$ cat config.mk
export PLATFORM = sky130hd
export DESIGN_NAME = cpu_status_and_bus_cycles
export DESIGN_NICKNAME = d
export VERILOG_FILES = /design/src/cpu_core_pkg.sv /design/src/cpu_status_and_bus_cycles.sv
export SDC_FILE = /design/constraint.sdc
export NUM_CORES = 1
export LEC_CHECK = 0
export BUFFER_PORTS_ARGS = -buffer_cell sky130_fd_sc_hd__buf_4
export CORE_ASPECT_RATIO = 0.8
export CORE_MARGIN = 2
export CORE_UTILIZATION = 42
export CTS_CLUSTER_SIZE = 40
export DETAILED_ROUTE_END_ITERATION = 6
export PLACE_DENSITY_LB_ADDON = 0.12
export SYNTH_ARGS = -nofsm -noshare
export SYNTH_HDL_FRONTEND = slang
export SYNTH_SLANG_ARGS = --single-unit
$ cat constraint.sdc
create_clock -name pclk -period 4.03 [get_ports pclk]
set_input_delay 0.6045 -clock pclk [delete_from_list [all_inputs] [get_ports pclk]]
set_output_delay 0.6045 -clock pclk [all_outputs]
set_load 0.01 [all_outputs]
$ cat src/cpu_core_pkg.sv
// Constants, register map and types for the processor status and bus block
//
// Contract
// - Stack pointer always holds address of the most recently pushed entry.
// - Program counter holds address of the next instruction; addressing only.
// - Register operations use no bus cycle; memory and device accesses do.
// - Bus cycles: word read, read then word write, read then byte write.
// - Address space is 64K bytes; top 4096 bytes are peripheral registers (code: page starts at E000, the top 8192 bytes).
// - Word accesses use even addresses only; bytes use any address.
// - Low byte lives at the even address, high byte at the odd one.
// - Byte addresses zero to octal 376 hold trap and interrupt vectors.
// - Status bit 7 set blocks external interrupt requests.
// - Device interrupts are serviced at one priority level only.
// - Zero flag is set when the last result equals zero.
// - Negative flag is set when the last result is negative.
// - Carry flag set on carry out of MSB or a one shifted out.
// - Overflow flag set on signed arithmetic overflow, cleared otherwise.
// - Flags update after single and double operand arithmetic or logic.
// - Trap flag cannot be written directly; only a status pop changes it (code: only a status word loaded through a trap vector changes it).
// - Trap flag set causes a trap through location 14 after the instruction.
// - The single-step trap loads the new status word from location 16.
// - Address and data share 16 lines; address is driven a fixed time first.
// - Bus data and control lines are wired-OR and asserted low.
// - One bus master at a time; processor arbitrates and may grant DMA.
package cpu_core_pkg;
  // APB register offsets
  localparam logic [7:0] OFF_PSW    = 8'h00;
  localparam logic [7:0] OFF_SP     = 8'h04;
  localparam logic [7:0] OFF_PC     = 8'h08;
  localparam logic [7:0] OFF_ADDR   = 8'h0C;
  localparam logic [7:0] OFF_WDATA  = 8'h10;
  localparam logic [7:0] OFF_RDATA  = 8'h14;
  localparam logic [7:0] OFF_CMD    = 8'h18;
  localparam logic [7:0] OFF_STATUS = 8'h1C;
  localparam logic [7:0] OFF_OPA    = 8'h20;
  localparam logic [7:0] OFF_OPB    = 8'h24;
  localparam logic [7:0] OFF_ALU    = 8'h28;
  localparam logic [7:0] OFF_RESULT = 8'h2C;
  localparam logic [7:0] OFF_VECTOR = 8'h30;
  // Status word fields
  localparam int PSW_C    = 0;
  localparam int PSW_V    = 1;
  localparam int PSW_Z    = 2;
  localparam int PSW_N    = 3;
  localparam int PSW_T    = 4;
  localparam int PSW_PRIO = 7;
  localparam logic [15:0] PSW_WMASK = 16'h008F;
  localparam logic [15:0] PSW_RESET = 16'h0000;
  localparam logic [15:0] SP_RESET  = 16'h0000;
  localparam logic [15:0] PC_RESET  = 16'h0000;
  // Address map
  localparam logic [15:0] IO_PAGE_BASE = 16'hE000;
  localparam logic [15:0] VEC_TOP      = 16'h00FE;
  localparam logic [15:0] VEC_MASK     = 16'h00FE;
  localparam logic [15:0] STEP_VEC     = 16'h000C;
  localparam logic [15:0] WORD_STEP    = 16'h0002;
  // Address phase time
  localparam int CLK_PERIOD_NS = 25;
  localparam int ADDR_TIME_NS  = 150;
  localparam int ADDR_CYCLES_I =
    (ADDR_TIME_NS + CLK_PERIOD_NS - 1) / CLK_PERIOD_NS;
  localparam logic [3:0] ADDR_CYCLES = 4'(ADDR_CYCLES_I);
  // Commands, ALU operations, sequencer states
  typedef enum logic [2:0] {
    CMD_WORD_READ, CMD_READ_WORD_WRITE, CMD_READ_BYTE_WRITE,
    CMD_PUSH, CMD_FETCH, CMD_INSTR_DONE, CMD_NOP6, CMD_NOP7
  } cmd_t;
  typedef enum logic [2:0] {
    ALU_ADD, ALU_SUB, ALU_AND, ALU_OR, ALU_SHL, ALU_SHR, ALU_NOP6, ALU_NOP7
  } alu_op_t;
  typedef enum logic [1:0] {
    word_read_cycle, read_then_word_write_cycle, read_then_byte_write_cycle
  } cycle_t;
  typedef enum logic [1:0] {DST_NONE, DST_RDATA, DST_PC, DST_PSW} dest_t;
  typedef enum logic [3:0] {
    S_IDLE, S_ADDR, S_DIN, S_DIN_END, S_DOUT, S_DOUT_END, S_IAK, S_IAK_END,
    S_DMA
  } state_t;
endpackage

$ cat src/cpu_status_and_bus_cycles.sv
// Processor status, dedicated registers and asynchronous bus master
`timescale 1ns/1ps
`default_nettype none
module cpu_status_and_bus_cycles
  import cpu_core_pkg::*;
(
  input  wire logic        pclk,
  input  wire logic        presetn,
  input  wire logic        psel,
  input  wire logic        penable,
  input  wire logic        pwrite,
  input  wire logic [7:0]  paddr,
  input  wire logic [31:0] pwdata,
  output var  logic [31:0] prdata,
  output var  logic        pready,
  output var  logic        pslverr,
  input  wire logic [15:0] dal_in,
  output var  logic [15:0] dal_out,
  output var  logic [15:0] dal_oe,
  input  wire logic        sync_n_in,
  output var  logic        sync_n_out,
  output var  logic        sync_n_oe,
  input  wire logic        din_n_in,
  output var  logic        din_n_out,
  output var  logic        din_n_oe,
  input  wire logic        dout_n_in,
  output var  logic        dout_n_out,
  output var  logic        dout_n_oe,
  input  wire logic        wtbt_n_in,
  output var  logic        wtbt_n_out,
  output var  logic        wtbt_n_oe,
  input  wire logic        rply_n_in,
  output var  logic        rply_n_out,
  output var  logic        rply_n_oe,
  input  wire logic        irq_n_in,
  input  wire logic        dmr_n_in,
  output var  logic        iak_grant,
  output var  logic        dma_grant
);

  //////////////////////////////////////////////////////////////////////////
  typedef struct packed {
    state_t      state;
    logic [15:0] psw;
    logic [15:0] sp;
    logic [15:0] pc;
    logic [15:0] addr;
    logic [15:0] wdata;
    logic [15:0] rdata;
    logic [15:0] opa;
    logic [15:0] opb;
    logic [15:0] result;
    logic [15:0] vector;
    cycle_t      kind;
    dest_t       dest;
    logic [15:0] cur_addr;
    logic [15:0] cur_wdata;
    logic [15:0] cap;
    logic        odd_err;
    logic [2:0]  trap_step;
    logic [15:0] trap_vec;
    logic [3:0]  cnt;
    logic        sync_o;
    logic        din_o;
    logic        dout_o;
    logic        wtbt_o;
    logic        iak_o;
    logic        dmg_o;
    logic [15:0] drive;
    logic [18:0] s1;
    logic [18:0] s2;
    logic [18:0] s3;
    logic [18:0] filt;
    logic [31:0] prdata;
  } core_t;

  core_t st;
  core_t next_st;

  // Bit order of the synchroniser vector: {dmr, irq, rply, dal}
  logic        rply_f;
  logic        irq_f;
  logic        dmr_f;
  logic [15:0] dal_f;
  logic        apb_wr;
  logic        apb_setup;
  logic        mapped;
  logic        cmd_go;
  logic        alu_go;
  logic [16:0] sum;

  assign rply_f    = st.filt[16];
  assign irq_f     = st.filt[17];
  assign dmr_f     = st.filt[18];
  assign dal_f     = st.filt[15:0];
  assign apb_setup = psel && !penable;
  assign apb_wr    = psel && penable && pwrite;
  assign cmd_go    = apb_wr && (paddr == OFF_CMD) && (st.state == S_IDLE)
                     && (st.trap_step == 3'd0);
  assign alu_go    = apb_wr && (paddr == OFF_ALU);

  function automatic logic is_mapped(input logic [7:0] a);
    is_mapped = (a[1:0] == 2'b00) && (a <= OFF_VECTOR);
  endfunction

  // Places a byte on its lane: even address takes the low lane
  function automatic logic [15:0] lane(input logic [15:0] a,
                                       input logic [15:0] d);
    lane = a[0] ? {d[7:0], 8'h00} : {8'h00, d[7:0]};
  endfunction

  assign mapped  = is_mapped(paddr);
  assign pready  = 1'b1;
  assign pslverr = psel && penable && !mapped;
  assign prdata  = st.prdata;

  // Wired-OR lines only ever pull low; the enable carries the asserted bit
  assign dal_out    = 16'h0000;
  assign dal_oe     = st.drive;
  assign sync_n_out = 1'b0;
  assign sync_n_oe  = st.sync_o;
  assign din_n_out  = 1'b0;
  assign din_n_oe   = st.din_o;
  assign dout_n_out = 1'b0;
  assign dout_n_oe  = st.dout_o;
  assign wtbt_n_out = 1'b0;
  assign wtbt_n_oe  = st.wtbt_o;
  assign rply_n_out = 1'b0;
  assign rply_n_oe  = 1'b0;
  assign iak_grant  = st.iak_o;
  assign dma_grant  = st.dmg_o;

  //////////////////////////////////////////////////////////////////////////
  always_comb begin
    next_st = st;
    sum = 17'h00000;
    // Pin filter: a bit changes only when the second and third stages agree
    next_st.s1 = {~dmr_n_in, ~irq_n_in, ~rply_n_in, ~dal_in};
    next_st.s2 = st.s1;
    next_st.s3 = st.s2;
    next_st.filt = (~(st.s2 ^ st.s3) & st.s3) | ((st.s2 ^ st.s3) & st.filt);

    if (apb_setup) begin
      next_st.prdata = 32'h00000000;
      case (paddr)
        OFF_PSW:    next_st.prdata[15:0] = st.psw;
        OFF_SP:     next_st.prdata[15:0] = st.sp;
        OFF_PC:     next_st.prdata[15:0] = st.pc;
        OFF_ADDR:   next_st.prdata[15:0] = st.addr;
        OFF_WDATA:  next_st.prdata[15:0] = st.wdata;
        OFF_RDATA:  next_st.prdata[15:0] = st.rdata;
        OFF_STATUS: next_st.prdata[5:0]  = {st.dmg_o,
                      st.addr <= VEC_TOP,
                      st.addr >= IO_PAGE_BASE,
                      st.odd_err, st.trap_step != 3'd0,
                      st.state != S_IDLE};
        OFF_OPA:    next_st.prdata[15:0] = st.opa;
        OFF_OPB:    next_st.prdata[15:0] = st.opb;
        OFF_RESULT: next_st.prdata[15:0] = st.result;
        OFF_VECTOR: next_st.prdata[15:0] = st.vector;
        default:    next_st.prdata = 32'h00000000;
      endcase
    end

    if (apb_wr) begin
      case (paddr)
        // Trap flag is kept: only a status word loaded through a trap vector changes it
        OFF_PSW:   next_st.psw = (pwdata[15:0] & PSW_WMASK)
                                 | (st.psw & ~PSW_WMASK);
        OFF_SP:    next_st.sp    = pwdata[15:0];
        OFF_PC:    next_st.pc    = pwdata[15:0];
        OFF_ADDR:  next_st.addr  = pwdata[15:0];
        OFF_WDATA: next_st.wdata = pwdata[15:0];
        OFF_OPA:   next_st.opa   = pwdata[15:0];
        OFF_OPB:   next_st.opb   = pwdata[15:0];
        default:   next_st.cnt   = st.cnt;
      endcase
    end

    // Register-only operation: no bus activity at all
    if (alu_go) begin
      case (alu_op_t'(pwdata[2:0]))
        ALU_ADD: sum = {1'b0, st.opa} + {1'b0, st.opb};
        ALU_SUB: sum = {1'b0, st.opa} - {1'b0, st.opb};
        ALU_AND: sum = {st.psw[PSW_C], st.opa & st.opb};
        ALU_OR:  sum = {st.psw[PSW_C], st.opa | st.opb};
        ALU_SHL: sum = {st.opa, 1'b0};
        ALU_SHR: sum = {st.opa[0], 1'b0, st.opa[15:1]};
        default: sum = {st.psw[PSW_C], st.opa};
      endcase
      next_st.result = sum[15:0];
      next_st.psw[PSW_Z] = (sum[15:0] == 16'h0000);
      next_st.psw[PSW_N] = sum[15];
      next_st.psw[PSW_C] = sum[16];
      case (alu_op_t'(pwdata[2:0]))
        ALU_ADD: next_st.psw[PSW_V] = (st.opa[15] == st.opb[15])
                                      && (sum[15] != st.opa[15]);
        ALU_SUB: next_st.psw[PSW_V] = (st.opa[15] != st.opb[15])
                                      && (sum[15] != st.opa[15]);
        default: next_st.psw[PSW_V] = 1'b0;
      endcase
    end

    case (st.state)
      S_IDLE: begin
        next_st.cnt = 4'h0;
        if (dmr_f && st.trap_step == 3'd0) begin
          next_st.dmg_o = 1'b1;
          next_st.state = S_DMA;
        end else if (st.trap_step != 3'd0) begin
          // Trap: push status, push counter, then load both from the vector
          next_st.state = S_ADDR;
          next_st.trap_step = (st.trap_step == 3'd4) ? 3'd0
                              : st.trap_step + 3'd1;
          case (st.trap_step)
            3'd1, 3'd2: begin
              next_st.sp = st.sp - WORD_STEP;
              next_st.cur_addr = st.sp - WORD_STEP;
              next_st.cur_wdata = (st.trap_step == 3'd1) ? st.psw : st.pc;
              next_st.kind = read_then_word_write_cycle;
              next_st.dest = DST_NONE;
            end
            3'd3: begin
              next_st.cur_addr = st.trap_vec;
              next_st.kind = word_read_cycle;
              next_st.dest = DST_PC;
            end
            default: begin
              next_st.cur_addr = st.trap_vec + WORD_STEP;
              next_st.kind = word_read_cycle;
              next_st.dest = DST_PSW;
            end
          endcase
        end else if (irq_f && !st.psw[PSW_PRIO]) begin
          next_st.din_o = 1'b1;
          next_st.iak_o = 1'b1;
          next_st.state = S_IAK;
        end else if (cmd_go) begin
          next_st.odd_err = 1'b0;
          next_st.cur_addr = st.addr;
          next_st.cur_wdata = st.wdata;
          next_st.dest = DST_RDATA;
          case (cmd_t'(pwdata[2:0]))
            CMD_WORD_READ, CMD_READ_WORD_WRITE: begin
              next_st.kind = (cmd_t'(pwdata[2:0]) == CMD_WORD_READ)
                             ? word_read_cycle : read_then_word_write_cycle;
              if (st.addr[0])
                next_st.odd_err = 1'b1;
              else
                next_st.state = S_ADDR;
            end
            CMD_READ_BYTE_WRITE: begin
              next_st.kind = read_then_byte_write_cycle;
              next_st.state = S_ADDR;
            end
            CMD_PUSH: begin
              next_st.sp = st.sp - WORD_STEP;
              next_st.cur_addr = st.sp - WORD_STEP;
              next_st.kind = read_then_word_write_cycle;
              next_st.dest = DST_NONE;
              next_st.state = S_ADDR;
            end
            CMD_FETCH: begin
              next_st.pc = st.pc + WORD_STEP;
              next_st.cur_addr = st.pc;
              next_st.kind = word_read_cycle;
              next_st.state = S_ADDR;
            end
            CMD_INSTR_DONE: begin
              if (st.psw[PSW_T]) begin
                next_st.trap_step = 3'd1;
                next_st.trap_vec = STEP_VEC;
              end
            end
            default: next_st.state = S_IDLE;
          endcase
        end
      end
      S_ADDR: begin
        next_st.sync_o = 1'b1;
        next_st.drive = st.cur_addr;
        next_st.cnt = st.cnt + 4'h1;
        // First cycle here raises sync and drives the address together; the address then stands
        // for the full count before the data phase opens
        if (st.cnt == ADDR_CYCLES) begin
          next_st.drive = 16'h0000;
          next_st.din_o = 1'b1;
          next_st.state = S_DIN;
        end
      end
      S_DIN: begin
        // No timeout: the slave sets the pace
        if (rply_f) begin
          next_st.cap = dal_f;
          next_st.din_o = 1'b0;
          next_st.state = S_DIN_END;
        end
      end
      S_DIN_END: begin
        if (!rply_f) begin
          if (st.kind == word_read_cycle) begin
            next_st.sync_o = 1'b0;
            next_st.state = S_IDLE;
            case (st.dest)
              DST_RDATA: next_st.rdata = st.cap;
              DST_PC:    next_st.pc = st.cap;
              DST_PSW:   next_st.psw = st.cap;
              default:   next_st.rdata = st.rdata;
            endcase
          end else begin
            next_st.dout_o = 1'b1;
            next_st.rdata = (st.dest == DST_RDATA) ? st.cap : st.rdata;
            if (st.kind == read_then_byte_write_cycle) begin
              next_st.wtbt_o = 1'b1;
              next_st.drive = lane(st.cur_addr, st.cur_wdata);
            end else begin
              next_st.drive = st.cur_wdata;
            end
            next_st.state = S_DOUT;
          end
        end
      end
      S_DOUT: begin
        if (rply_f) begin
          next_st.dout_o = 1'b0;
          next_st.wtbt_o = 1'b0;
          next_st.drive = 16'h0000;
          next_st.state = S_DOUT_END;
        end
      end
      S_DOUT_END: begin
        if (!rply_f) begin
          next_st.sync_o = 1'b0;
          next_st.state = S_IDLE;
        end
      end
      S_IAK: begin
        if (rply_f) begin
          next_st.vector = dal_f & VEC_MASK;
          next_st.din_o = 1'b0;
          next_st.iak_o = 1'b0;
          next_st.state = S_IAK_END;
        end
      end
      S_IAK_END: begin
        if (!rply_f) begin
          next_st.trap_step = 3'd1;
          next_st.trap_vec = st.vector;
          next_st.state = S_IDLE;
        end
      end
      S_DMA: begin
        if (!dmr_f) begin
          next_st.dmg_o = 1'b0;
          next_st.state = S_IDLE;
        end
      end
      default: next_st.state = S_IDLE;
    endcase
  end

  always_ff @(posedge pclk or negedge presetn) begin
    if (!presetn) begin
      st <= '0;
      st.state <= S_IDLE;
      st.psw <= PSW_RESET;
      st.sp <= SP_RESET;
      st.pc <= PC_RESET;
    end else begin
      st <= next_st;
    end
  end
endmodule // cpu_status_and_bus_cycles
`default_nettype wire

Yosys cells after proc, flatten, opt, wreduce, memory -nomap -nowiden --
Index checks and enable logic that the tools add are counted.
Cells by class: add/sub/neg operators 7, div/mod/pow operators 0, multipliers 0, eq/ne operators 67, $lt $le $gt $ge 3, mux-type cells 92, bitwise logic cells 16, shift operators 0, reduce and logical (&&, ||, !) cells 61
Operators with widths (number):
- $mux 16 | 26
- $mux 36 | 3
- $pmux 17 s6 | 1
- $pmux 10 s10 | 1
- $mux 32 | 3
- $mux 80 | 1
- $mux 19 | 4
- $pmux 19 s2 | 2
- $pmux 6 s11 | 1
- $pmux 16 s2 | 2
- $mux 20 | 3
- $mux 4 | 12
- $pmux 16 s3 | 1
- $eq 8x6->1 const B | 5
- $and 19x19->19 | 2
- $ne 2x2->1 const B | 18
- $add 16x2->16 const B | 2
- $eq 8x5->1 const B | 4
- $pmux 4 s8 | 1
- $reduce_and 5->1 | 5
- $eq 4x3->1 const B | 5
- $not 19->19 | 1
- $or 19x19->19 | 1
- $xor 19x19->19 | 1
- 62 further kinds | 141
Storage, ports and cells: logic and storage cells 278, output and inout port bits 78, flip-flop bits (word level) 345, bits in read-only memories 0, bits of input ports 68, latch bits 0, memories kept 0, memory bits (writable) 0

Depth between registers and ports, before layout --
depth after elaboration 12, depth in mapped cells 17, depth with buffers taken out 14

Worst setup path before layout --
Ideal clock, no wire load.
path kind input to register, start point in pwdata[0], end point reg st[236] (netlist name), path slack -0.824 ns, library setup time 0.125 ns, arrival 4.729 ns, stages on the path 17, buffers on the path 5, required time 3.905 ns, path through clkbuf_1 > clkbuf_1 > clkbuf_1 > buf_2 > buf_2 > nand2_1 > nor2_1 > a21oi_1 > fa_1 > a21o_1 > a221o_1 > a2111o_1 > a31o_1 > a21o_1 > xor2_1 > a221o_1 > mux2_2
Between the ends: cells in the longest elaborated chain, start to end 3, elaborated cells on any way between the ends 8, classes of those cells 5 x eq/ne; 2 x mux; 1 x reduce/logical
Ends and longest elaborated chain:
- from (decl) | line cpu_status_and_bus_cycles.sv:13 | input wire logic [31:0] pwdata,
- $eq 3x3->1, or another cell as far along | line cpu_status_and_bus_cycles.sv:182 | case (alu_op_t'(pwdata[2:0]))
- $pmux 17 s6 * | line cpu_status_and_bus_cycles.sv:182
- $mux 17 * | line cpu_status_and_bus_cycles.sv:181 | if (alu_go) begin
- to (signal assigned) | line cpu_status_and_bus_cycles.sv:370 | st <= next_st;
- to (decl) | line cpu_status_and_bus_cycles.sv:77 | core_t st;
Every way passes the cells marked *; elsewhere a longest branch is shown, timed or not. The select of a mux whose other input is x is not followed. A chain may end at the register's enable or synchronous reset.

Worst setup path in the final report --
start point reg st[238] (netlist name), end point reg st[236] (netlist name)
Between the ends: cells in the longest elaborated chain, start to end 3, elaborated cells on any way between the ends 4, classes of those cells 2 x add/sub; 2 x mux
Ends and longest elaborated chain (line):
- $sub 16x16->17 / $add 16x16->17 (equally long branches) | cpu_status_and_bus_cycles.sv:184, cpu_status_and_bus_cycles.sv:183
- $pmux 17 s6 * | cpu_status_and_bus_cycles.sv:182
- $mux 17 * | cpu_status_and_bus_cycles.sv:181
Marked as above.

==> results by group <==
Outcome
  • Failing checks: DRC
  • Status: finished, violations left

Yosys
  • Async set-or-reset flop fraction in the synthesized netlist: 100.0%
  • Sequential-to-total area share from yosys stat: 46.89%
  • Synth Area in XOR/XNOR: 1.856%
  • Adder-cell area share of the yosys netlist: under 10%
  • Main combinational cell family by area after synthesis: compound AO/OA/AOI/OAI gates
  • Synth Register Bits: ~340
  • Post-synthesis simple-gate area fraction: 13.54%
  • Post-synthesis compound-gate area fraction: 19.03%
  • Unique masters post-synth: 78
  • Post-synth EDFFs: 0
  • Synth Cell Area: roughly 18000 um2
  • Syn. warnings: 0
  • Syn_area_per_cell: 9.697 um2
  • Multiplexer area fraction after synthesis: between 9 and 10%
  • Top FF cell, synth: dfrtp_1
  • Syn Inst Count: roughly 1800

Clock network
  • Clock root cell: clkbuf_16
  • CTS tree: built
  • Skew-Pair Late Insertion Delay: 0.55 ns
  • CTS H-tree depth: 2
  • CTS Buf Count: 38
  • CTS Hold Bufs: 0
  • Worst-path clk slew: 0.06 ns
  • Clk sink count: 336
  • Max Root-Sink Buffers: 3

Final layout
  • Finished Layout Cells: approximately 2500
  • Final Cell Area: 20590 um2
  • Share of cells above drive strength 1: 19.09%
  • Layout Nets: 2011
  • N_diodes: 0
  • Area grow syn2layout: 14.82%
  • Most common cell after layout, fill and taps aside: dfrtp_1
  • Commonest non-fill, non-tap cells in the layout: dfrtp_1, nand2_1, buf_4, o21ai_0, a21oi_1

Placed design
  • Placed instance count: between 2000 and 2500
  • I/O Buffers: 86
  • DP Area: 19190 um2
  • DP HPWL: ~42000 um
  • GP Congestion: 0.9533

Min path
  • Hold Crit Class: input pin to async pin

Power
  • Total power draw: 12420 uW
  • Pleak: 0.009269 uW
  • Max VDD drop: 337.8 uV
  • PD cells: 603.5 nW/um2

GRT
  • Initial antenna violation count: 0
  • Vias in the first global route: about 14000
  • Largest net degree at the start of global routing: 85
  • First-pass GRT wire length: 89060 um
  • Tot GR Track Use: 26.09%
  • Global route overflow: 0

STA
  • Least-Margin Pin Slew: 1.171 ns
  • Final number of hold-violating endpoints: 0
  • Max-slew violation count: 0
  • Final Cycle Share: approximately 97%
  • Clk_skew: 0.01556 ns
  • Fmax: approximately 260 MHz
  • Max-slew headroom: 21.59%
  • # setup viols final: 0
  • Setup TNS: 0 ns
  • Final worst path period need: 3.895 ns
  • Worst hold margin: around 0.02 ns

Critical path
  • Reg2reg path depth: 15
  • Required time worst endpoint: 4.46 ns
  • Crit path kind: register to register
  • CP max stage cell: a2111o_1
  • CP endpoint kind: register
  • Worst r2r src: st[238]$_DFFE_PN0P_
  • Worst Path Arrival: 4.33 ns
  • Crit path launch: st[238]$_DFFE_PN0P_
  • Worst-path fanout max: 5
  • Nature of the critical path startpoint: register
  • Setup slack, reg-to-reg: 0.13 ns
  • Slowest Stage Delay on Critical Path: 0.43 ns
  • Crit Reg-Reg Endpoint: st[236]$_DFFE_PN0P_
  • Crit path cell chain: inv_1, ha_2, nor4b_4, buf_4, a21oi_1, xnor2_1, ha_1, a21o_1, a221o_1, a2111o_1, a31o_1, a21o_1, xor2_1, a221o_1, mux2_2
  • Critical Path End: st[236]$_DFFE_PN0P_

Floorplanning
  • Boundary Pins: 146
  • Die width: 235 um
  • Full die area: approximately 44000 um2
  • Initial Utilization: between 40% and 50%
  • Chip height: 188.8 um
  • Core footprint: between 40000 and 50000 um2
  • Rows: 67

Detailed routing
  • DR DRC count: 2
  • First DRT Iteration DRCs: about 1700
  • Antenna Violating Nets Remaining: 0
  • WL per Instance: 23.53 um
  • DR pass1 iterations: 7
  • Total number of vias: 14932
  • Routed wire length: 58580 um
  • Vias per cell: 5.997

Run
  • Maxcap violations: 0
-- worst min-delay path by stage --
stage	startpoint	to	slack, ns	cells after the start
floorplan	presetn	dal_f[0]$_DFFE_PN0N_	0.31	0
global placement	next_st[76]$_DFF_PN0_	next_st[57]$_DFF_PN0_	0.33	0
detailed placement	next_st[75]$_DFF_PN0_	next_st[56]$_DFF_PN0_	0.33	0
CTS	presetn	st[239]$_DFFE_PN0P_	0.08	1
global route	presetn	st[239]$_DFFE_PN0P_	0.08	1
finish	presetn	st[239]$_DFFE_PN0P_	0.02	1
-- area by class of cell --
cell class / instances / area (um2)
fill: 3888 / 21410
multi-input combinational: 1324 / 8636
sequential: 336 / 8408
timing repair buffer: 168 / 1319
clock buffer: 53 / 1099
tap: 552 / 690.7
clock inverter: 14 / 274.0
inverter: 43 / 161.4
-- metrics by stage --
stage	setup WS, ns	utilization, %
floorplan	0.001627	-
global placement	0.01543	45.69
detailed placement	-0.002822	45.69
CTS	0.07619	48.96
global route	-0.02320	49.02
finish	0.1345	49.02
-- registers in the layout, indices dropped and copies added, names as in the netlist, 16 cells and up --
| name | count |
|---|---|
| st | 241 |
| next_st | 38 |
| dal_f | 16 |
| dal_oe | 16 |
| prdata | 16 |
-- synth_stat cells, types with 12 or more instances --
master,instances,share of area (%)
nand2_1,240,5.0
clkbuf_1,99,2.1
dfrtp_1,336,47
mux2_2,110,6.9
o211ai_1,17,0.71
a22oi_1,53,2.2
a222oi_1,17,0.95
buf_4,71,3.0
nor3_1,33,0.92
xor2_1,17,0.83
a22o_1,15,0.73
a221oi_1,20,0.98
a21o_1,25,1.0
maj3_1,19,1.1
o21ai_0,143,4.0
inv_1,43,0.90
ha_1,31,2.2
a31oi_1,17,0.59
nand2b_1,15,0.52
xnor2_1,21,1.0
mux2i_1,36,2.0
nor2_1,107,2.2
nor2b_1,12,0.42
nand3_1,38,1.1
a21oi_1,113,3.2
-- critical path, delay by kind of cell, from the launching register on --
family / cells / cell delay (ns)
fa+ha+maj: 2 / 0.55
xor+xnor: 2 / 0.28
compound gates: 7 / 1.84
flops: 1 / 0.38
mux: 1 / 0.27
simple gates: 1 / 0.21
buf+inv: 2 / 0.25
-- logic make-up (layout without fill, tap and decap cells) --
family / Yosys count / count (layout)
xor+xnor: 38 / 38
flops: 336 / 336
simple gates: 531 / 531
other cells: 2 / 39
compound gates: 518 / 518
fa+ha+maj: 51 / 51
buf+inv: 226 / 278
mux: 147 / 147
-- layer usage --
| layer | GRT usage [%] | wire [um] |
|---|---|---|
| met1 | 38.73 | 26960 |
| met2 | 38.53 | 25070 |
| met3 | 4.981 | 4941 |
| met4 | 7.790 | 1613 |
| met5 | 0 | 0 |
-- timing repair --
| action | CTS | global route |
|---|---|---|
| gates resized for setup | 0 | 3 |
| setup buffers | 0 | 1 |
| hold endpoints to repair | 0 | 0 |
| setup endpoints to repair | 0 | 5 |
-- report_power, final --
group	leakage, uW	switching [uW]	internal (uW)
clock	0.000668	1450	2360
sequential	0.00436	903	4090
combinational	0.00424	2150	1470
total	0.00927	4510	7920
Power figures use the tool's default switching activity.
